## src/flash_id_pkg.sv

```systemverilog
package flash_id_pkg;

  // Address and data widths of the flash pin interface
  localparam int ADDR_W = 21;
  localparam int DATA_W = 16;

  // Code select on the two lowest address pins
  localparam logic [1:0] SEL_MAKER   = 2'h0;
  localparam logic [1:0] SEL_DEVICE  = 2'h1;
  localparam logic [1:0] SEL_PROTECT = 2'h2;
  localparam logic [1:0] SEL_CONT    = 2'h3;

  // Pin positions inside the address bus
  localparam int ADDR_BIT_HV   = 9;
  localparam int ADDR_BIT_A6   = 6;
  localparam int SECT_LSB      = 12;
  localparam int SECT_W        = 9;
  localparam int SECT_DC_W     = 3;

  // Sector protect answers
  localparam logic [7:0] PROT_YES = 8'h01;
  localparam logic [7:0] PROT_NO  = 8'h00;

  // Topmost sector bounds, byte and word view
  localparam logic [21:0] TOP_SECT_BYTE_LO = 22'h3f0000;
  localparam logic [20:0] TOP_SECT_WORD_LO = 21'h1f8000;

  // Bus timing
  localparam int T_SETUP_NS   = 20;
  localparam int T_ACCESS_NS  = 70;
  localparam int CLK_PERIOD_NS = 4;
  localparam int SETUP_CYC  = (T_SETUP_NS + CLK_PERIOD_NS - 1) / CLK_PERIOD_NS;
  localparam int ACCESS_CYC = (T_ACCESS_NS + CLK_PERIOD_NS - 1) / CLK_PERIOD_NS;

  localparam logic [7:0] CNT_RESET = 8'h00;

  typedef enum logic [1:0] {
    MODE_HV,
    MODE_CMD
  } entry_mode_t;

endpackage

```

## src/pin_sync.sv

```systemverilog
`timescale 1ns/1ns
`default_nettype none
module pin_sync #(
  parameter int W = 8
) (
  // Clock and reset
  input  wire logic         sys_clk_i,
  input  wire logic         rst_n_i,
  // Pin side and synchronised side
  input  wire logic [W-1:0] pin_i,
  output logic      [W-1:0] sync_o
);
  logic [W-1:0] s1_reg;
  logic [W-1:0] s2_reg;
  logic [W-1:0] s3_reg;
  logic [W-1:0] out_reg;
  logic [W-1:0] out_next;

  // Value changes only once stages two and three agree
  always_comb begin
    out_next = out_reg;
    if (s2_reg == s3_reg) begin
      out_next = s3_reg;
    end
  end

  always_ff @(posedge sys_clk_i or negedge rst_n_i) begin
    if (!rst_n_i) begin
      s1_reg  <= '0;
      s2_reg  <= '0;
      s3_reg  <= '0;
      out_reg <= '0;
    end else begin
      s1_reg  <= pin_i;
      s2_reg  <= s1_reg;
      s3_reg  <= s2_reg;
      out_reg <= out_next;
    end
  end

  assign sync_o = out_reg;
endmodule // pin_sync
`default_nettype wire

```

## src/flash_id_host.sv

```systemverilog
`timescale 1ns/1ns
`default_nettype none
// Notes on behaviour
// - Host holds the high-voltage request on pin nine for the whole query.
// - A6 low; A1/A0 pick maker, device, continuation or protect status.
// - Protect query places sector on top bits; 01h protected, 00h not.
// - Maker and device queries carry bank address; continuation ignores it.
// - Read with chip and output enable low, write enable high, after setup.
module flash_id_host
  import flash_id_pkg::*;
#(
  parameter int BANK_BITS = 3
) (
  // Clock and reset
  input  wire logic                             sys_clk_i,
  input  wire logic                             rst_n_i,
  // User request
  input  wire logic                             req_valid_i,
  output logic                                  req_ready_o,
  input  wire logic [1:0]                       req_sel_i,
  input  wire logic [flash_id_pkg::SECT_W-1:0]  req_sector_i,
  input  wire logic [BANK_BITS-1:0]             req_bank_i,
  input  wire logic                             req_byte_mode_i,
  // User answer
  output logic                                  rsp_valid_o,
  output logic [7:0]                            rsp_code_o,
  output logic                                  rsp_protected_o,
  // Flash pins
  output logic [flash_id_pkg::ADDR_W-1:0]       flash_addr_o,
  output logic                                  flash_addr_low_o,
  output logic                                  flash_ce_n_o,
  output logic                                  flash_oe_n_o,
  output logic                                  flash_we_n_o,
  output logic                                  flash_byte_n_o,
  output logic                                  elevated_query_voltage_o,
  input  wire logic [flash_id_pkg::DATA_W-1:0]  flash_data_i
);
  import flash_id_pkg::*;

  typedef enum logic [1:0] {
    ST_IDLE,
    ST_SETUP,
    ST_READ,
    ST_DONE
  } state_t;

  logic                rst_s1_reg;
  logic                rst_s2_reg;
  logic                rst_n;
  logic [DATA_W-1:0]   data_sync;

  state_t              state_reg;
  state_t              state_next;
  logic [7:0]          cnt_reg;
  logic [7:0]          cnt_next;
  logic [ADDR_W-1:0]   addr_reg;
  logic [ADDR_W-1:0]   addr_next;
  logic [1:0]          sel_reg;
  logic [1:0]          sel_next;
  logic                byte_reg;
  logic                byte_next;
  logic                hv_reg;
  logic                hv_next;
  logic                rd_reg;
  logic                rd_next;
  logic                valid_reg;
  logic                valid_next;
  logic [7:0]          code_reg;
  logic [7:0]          code_next;
  logic                prot_reg;
  logic                prot_next;

  always_ff @(posedge sys_clk_i or negedge rst_n_i) begin
    if (!rst_n_i) begin
      rst_s1_reg <= 1'b0;
      rst_s2_reg <= 1'b0;
    end else begin
      rst_s1_reg <= 1'b1;
      rst_s2_reg <= rst_s1_reg;
    end
  end
  assign rst_n = rst_s2_reg;

  pin_sync #(
    .W (DATA_W)
  ) u_data_sync (
    .sys_clk_i (sys_clk_i),
    .rst_n_i   (rst_n),
    .pin_i     (flash_data_i),
    .sync_o    (data_sync)
  );

  // Address for the query: code select, A6 low, sector or bank on top bits
  function automatic logic [ADDR_W-1:0] query_addr(
    input logic [1:0]             sel,
    input logic [SECT_W-1:0]      sect,
    input logic [BANK_BITS-1:0]   bank
  );
    logic [ADDR_W-1:0] a;
    a = '0;
    a[1:0] = sel;
    a[ADDR_BIT_A6] = 1'b0;
    if (sel == SEL_PROTECT) begin
      a[ADDR_W-1:SECT_LSB] = sect;
      a[SECT_LSB+SECT_DC_W-1:SECT_LSB] = '0;
    end else if (sel != SEL_CONT) begin
      a[ADDR_W-1 -: BANK_BITS] = bank;
    end
    return a;
  endfunction

  always_comb begin
    state_next = state_reg;
    cnt_next   = cnt_reg;
    addr_next  = addr_reg;
    sel_next   = sel_reg;
    byte_next  = byte_reg;
    hv_next    = hv_reg;
    rd_next    = rd_reg;
    valid_next = 1'b0;
    code_next  = code_reg;
    prot_next  = prot_reg;
    unique case (state_reg)
      ST_IDLE: begin
        if (req_valid_i) begin
          addr_next  = query_addr(req_sel_i, req_sector_i, req_bank_i);
          sel_next   = req_sel_i;
          byte_next  = req_byte_mode_i;
          hv_next    = 1'b1;
          cnt_next   = CNT_RESET;
          state_next = ST_SETUP;
        end
      end
      ST_SETUP: begin
        cnt_next = cnt_reg + 8'h01;
        if (cnt_reg == 8'(SETUP_CYC - 1)) begin
          rd_next    = 1'b1;
          cnt_next   = CNT_RESET;
          state_next = ST_READ;
        end
      end
      ST_READ: begin
        cnt_next = cnt_reg + 8'h01;
        // Access time plus the input synchroniser depth
        if (cnt_reg == 8'(ACCESS_CYC + 3)) begin
          code_next  = data_sync[7:0];
          prot_next  = (sel_reg == SEL_PROTECT) &&
                       (data_sync[7:0] == PROT_YES);
          rd_next    = 1'b0;
          state_next = ST_DONE;
        end
      end
      ST_DONE: begin
        hv_next    = 1'b0;
        valid_next = 1'b1;
        state_next = ST_IDLE;
      end
    endcase
  end

  always_ff @(posedge sys_clk_i or negedge rst_n) begin
    if (!rst_n) begin
      state_reg <= ST_IDLE;
      cnt_reg   <= CNT_RESET;
      addr_reg  <= '0;
      sel_reg   <= SEL_MAKER;
      byte_reg  <= 1'b0;
      hv_reg    <= 1'b0;
      rd_reg    <= 1'b0;
      valid_reg <= 1'b0;
      code_reg  <= PROT_NO;
      prot_reg  <= 1'b0;
    end else begin
      state_reg <= state_next;
      cnt_reg   <= cnt_next;
      addr_reg  <= addr_next;
      sel_reg   <= sel_next;
      byte_reg  <= byte_next;
      hv_reg    <= hv_next;
      rd_reg    <= rd_next;
      valid_reg <= valid_next;
      code_reg  <= code_next;
      prot_reg  <= prot_next;
    end
  end

  assign req_ready_o              = (state_reg == ST_IDLE);
  assign rsp_valid_o              = valid_reg;
  assign rsp_code_o               = code_reg;
  assign rsp_protected_o          = prot_reg;
  assign flash_addr_o             = addr_reg;
  assign flash_addr_low_o         = 1'b0;
  assign flash_byte_n_o           = ~byte_reg;
  assign elevated_query_voltage_o = hv_reg;
  assign flash_ce_n_o             = ~rd_reg;
  assign flash_oe_n_o             = ~rd_reg;
  assign flash_we_n_o             = 1'b1;

  property p_hv_during_read;
    @(posedge sys_clk_i) disable iff (!rst_n)
      !flash_oe_n_o |-> elevated_query_voltage_o;
  endproperty
  a_hv_during_read: assert property (p_hv_during_read)
    else $error("read without elevated voltage");

  property p_read_pins;
    @(posedge sys_clk_i) disable iff (!rst_n)
      !flash_oe_n_o |-> (!flash_ce_n_o && flash_we_n_o);
  endproperty
  a_read_pins: assert property (p_read_pins)
    else $error("bad read pin levels");

  property p_setup_first;
    @(posedge sys_clk_i) disable iff (!rst_n)
      $rose(elevated_query_voltage_o) |-> flash_oe_n_o [*5];
  endproperty
  a_setup_first: assert property (p_setup_first)
    else $error("read before setup time");

  property p_a6_low;
    @(posedge sys_clk_i) disable iff (!rst_n)
      elevated_query_voltage_o |-> !flash_addr_o[ADDR_BIT_A6];
  endproperty
  a_a6_low: assert property (p_a6_low)
    else $error("A6 not low in query");

  property p_addr_stable;
    @(posedge sys_clk_i) disable iff (!rst_n)
      (!flash_oe_n_o && $past(!flash_oe_n_o)) |-> $stable(flash_addr_o);
  endproperty
  a_addr_stable: assert property (p_addr_stable)
    else $error("address moved during read");

  property p_prot_code;
    @(posedge sys_clk_i) disable iff (!rst_n)
      (rsp_valid_o && rsp_protected_o) |-> rsp_code_o == PROT_YES;
  endproperty
  a_prot_code: assert property (p_prot_code)
    else $error("protect flag without 01h");

  property p_release;
    @(posedge sys_clk_i) disable iff (!rst_n)
      rsp_valid_o |=> !elevated_query_voltage_o;
  endproperty
  a_release: assert property (p_release)
    else $error("voltage kept after answer");

  property p_answer_bound;
    @(posedge sys_clk_i) disable iff (!rst_n)
      (req_valid_i && req_ready_o) |-> ##[25:30] rsp_valid_o;
  endproperty
  a_answer_bound: assert property (p_answer_bound)
    else $error("answer not in time");

endmodule // flash_id_host
`default_nettype wire

```

## config.mk

```make
export PLATFORM = sky130hd
export DESIGN_NAME = flash_id_host
export DESIGN_NICKNAME = d
export VERILOG_FILES = /design/src/flash_id_pkg.sv /design/src/pin_sync.sv /design/src/flash_id_host.sv
export SDC_FILE = /design/constraint.sdc
export NUM_CORES = 1
export LEC_CHECK = 0
export ABC_AREA = 0
export BUFFER_PORTS_ARGS = -buffer_cell sky130_fd_sc_hd__buf_2
export CORE_AREA = 3 3 87 89
export CTS_BUF_LIST = sky130_fd_sc_hd__clkbuf_8
export DETAILED_ROUTE_END_ITERATION = 8
export DIE_AREA = 0 0 90 92
export PLACE_DENSITY = 0.77
export RECOVER_POWER = 100
export SYNTH_ARGS = -nofsm -noshare
export SYNTH_HDL_FRONTEND = slang
export SYNTH_SLANG_ARGS = --single-unit
```

## constraint.sdc

```tcl
create_clock -name sys_clk_i -period 2.7 [get_ports sys_clk_i]
set_input_delay 0.135 -clock sys_clk_i [delete_from_list [all_inputs] [get_ports sys_clk_i]]
set_output_delay 0.135 -clock sys_clk_i [all_outputs]
set_load 0.01 [all_outputs]
```

==> impl_metrics.json <==
{
  "wl_met3_um": 372,
  "synth_ff_type": "dfrtp_1",
  "synth.yosys.seq_area_share_pct": 66.20,
  "reg2reg_depth": 7,
  "cts.repair.resized": 0,
  "multi_input_area_um2": 1015,
  "p_per_area_nw_per_um2": 775.6,
  "dieWidth_um": 90,
  "drtAntennaViolNets": 0,
  "dr.pass1.iters": 4,
  "syn_area_um2": 3364,
  "drc": 0,
  "finalWeightedCongestion": 0.7684,
  "synth.top_cell.area_share_pct": 66.20,
  "start_kind": "register",
  "period_share_pct": 80.21,
  "first_iter_violations": 105,
  "fin_crit_ns": 2.166,
  "fmax_ghz": 0.4617,
  "peakVddDrop_v": 0.0003433,
  "syn_avg_cell_area_um2": 13.79,
  "root_buffer": "clkbuf_8",
  "clockBufferDepth": 2,
  "antenna_found_initial": 0,
  "placed_cells": 389,
  "relSlewSlack_pct": -20.00,
  "grtUsageTotal_pct": 13.88,
  "cts_setup_buffers": 0,
  "clk_pin_slew_ns": 0.08,
  "grt_start_max_net_pins": 88,
  "rsz0062_at_grt": "false",
  "finalMaxSlewViolations": 88,
  "syn_to_final_growth_pct": 19.41,
  "grt_remaining_overflow": 0,
  "setup_viol": 0,
  "holdWs_ns": 0.02332,
  "final_util_pct": 58.81,
  "rows": 30,
  "yosysWarnings": 0,
  "dp.final_hpwl_um": 3546,
  "fin_worst_skew_ns": 0.01165,
  "cts_tree": "built",
  "outcome": "finished with violations",
  "seqCellArea_um2": 2231,
  "grt_pass1_vias": 1960,
  "worstSetupPathType": "reg2reg",
  "antenna_cells": 0,
  "synthArstFlopShare_pct": 100.0,
  "via_count": 1957,
  "cp_max_fo": 13,
  "layoutNonFillerInstCount": 422,
  "start_util_pct": 49.25,
  "top_layer": "met4",
  "nets": 363,
  "cts_hold_buffers": 17,
  "via_per_inst": 4.637,
  "failed_checks": "max-capacitance violations, max-slew violations",
  "cap_violations": 1,
  "hold_violations": 0,
  "clock-sinks": 89,
  "netlist.top_cell.by_area": "dfrtp_1",
  "regToRegStartpoint": "state_reg[1]",
  "setup-tns-final_ns": 0,
  "hold_path_class": "in2reg",
  "coreArea_um2": 6832,
  "fill_cells": 555,
  "synthTopCellsByArea": "dfrtp_1 66%, mux2_2 6.7%, xor2_1 4.2%",
  "clock_latency_ns": 0.35,
  "grt_first_pass_wirelength_um": 9204,
  "placed_cell_area_um2": 3699,
  "drive_above_1_share_pct": 21.17,
  "postSynthCellCount": 244,
  "io_pins": 72,
  "power.total_mw": 3.116,
  "dieArea_um2": 8280,
  "wl_met2_um": 2530,
  "wire_per_inst_um": 12.57,
  "worstMarginPinSlew_ns": 1.800,
  "routed_wl_um": 5306,
  "synth_cell_types": 37,
  "synthTopCellsByCount": "89 x dfrtp_1, 20 x mux2_2, 16 x buf_4, 16 x xor2_1, 14 x nand2_1",
  "io_buffers": 53,
  "pre_cts_ws_ns": 0.5815,
  "synth-edff-count": 0,
  "synth.most_common_cell": "dfrtp_1",
  "worstReg2RegEnd": "cnt_reg[7]",
  "cts-htree-levels": 3,
  "wl_met1_um": 2336,
  "die_h_um": 92,
  "critical_path_arrival_ns": 2.36,
  "crit_path_end_kind": "register",
  "leakage_nw": 1.896,
  "post-route-cell-area_um2": 4018,
  "holdPathEnd": "flash_addr_o[15]",
  "worst_slack_ns": 0.5343,
  "min_from": "req_sector_i[3]",
  "r2r_slack_ns": 0.53,
  "hold_depth": 2,
  "cp.required_ns": 2.89,
  "cts_buffers": 9,
  "synth-seq-cells": 89
}
==> critical path, stage by stage, from the launching register on <==
cell,delay [ns]
dfrtp_1,0.44
inv_1,0.10
ha_1,0.24
nor2b_1,0.14
clkbuf_1,0.23
nor4_1,0.57
a31o_2,0.23
a22oi_1,0.06
==> cells by family after synthesis <==
family          count (synthesis)  synth area share [%]
simple gates                   47                 7.959
other cells                     2                0.2232
fa+ha+maj                       8                 2.975
flops                          89                 66.20
mux                            21                 6.992
compound gates                 27                 5.169
buf+inv                        29                 5.020
xor+xnor                       21                 5.467
==> worst max-delay path by stage <==
stage	from	endpoint	slack (ns)	depth (start not counted)
after floorplan	rst_n	byte_reg	0.04	0
after global placement	cnt_reg[3]	cnt_reg[7]	0.63	4
after detailed placement	cnt_reg[3]	cnt_reg[7]	0.58	4
after CTS	cnt_reg[5]	cnt_reg[7]	0.57	4
after global routing	state_reg[1]	cnt_reg[7]	0.22	7
final	state_reg[1]	cnt_reg[7]	0.53	7
==> where the power goes <==
group | total, mW | internal (mW) | switching (mW) | leakage, nW
Clock | 0.905 | 0.439 | 0.466 | 0.107
Combinational | 0.645 | 0.257 | 0.388 | 0.687
Sequential | 1.57 | 1.48 | 0.0907 | 1.10
==> area by class of cell <==
| type | instances | share of cell area, % |
|---|---|---|
| sequential | 89 | 55.53 |
| multi-input combinational | 140 | 25.26 |
| timing repair buffer | 72 | 10.31 |
| clock buffer | 9 | 3.083 |
| tap | 96 | 2.990 |
| clock inverter | 7 | 1.993 |
| inverter | 9 | 0.8409 |
==> layout by cell type (no fill, tap or decap), types with 8 or more instances in the layout <==
master and instances:
mux2_2 20, conb_1 16, ha_1 8, inv_1 10, nor4_1 8, a21oi_1 9
clkbuf_8 9, nand2_1 14, dlygate4sd3_1 17, dfrtp_1 88, buf_2 30, xor2_1 16
clkbuf_1 25
==> routing by layer <==
metal	track usage, %	vias up
met5	0	-
met4	5.357	0
met3	5.332	5
met2	21.72	58
met1	17.53	938
li1	-	956
Note: power is estimated with default switching activity, not from simulation.
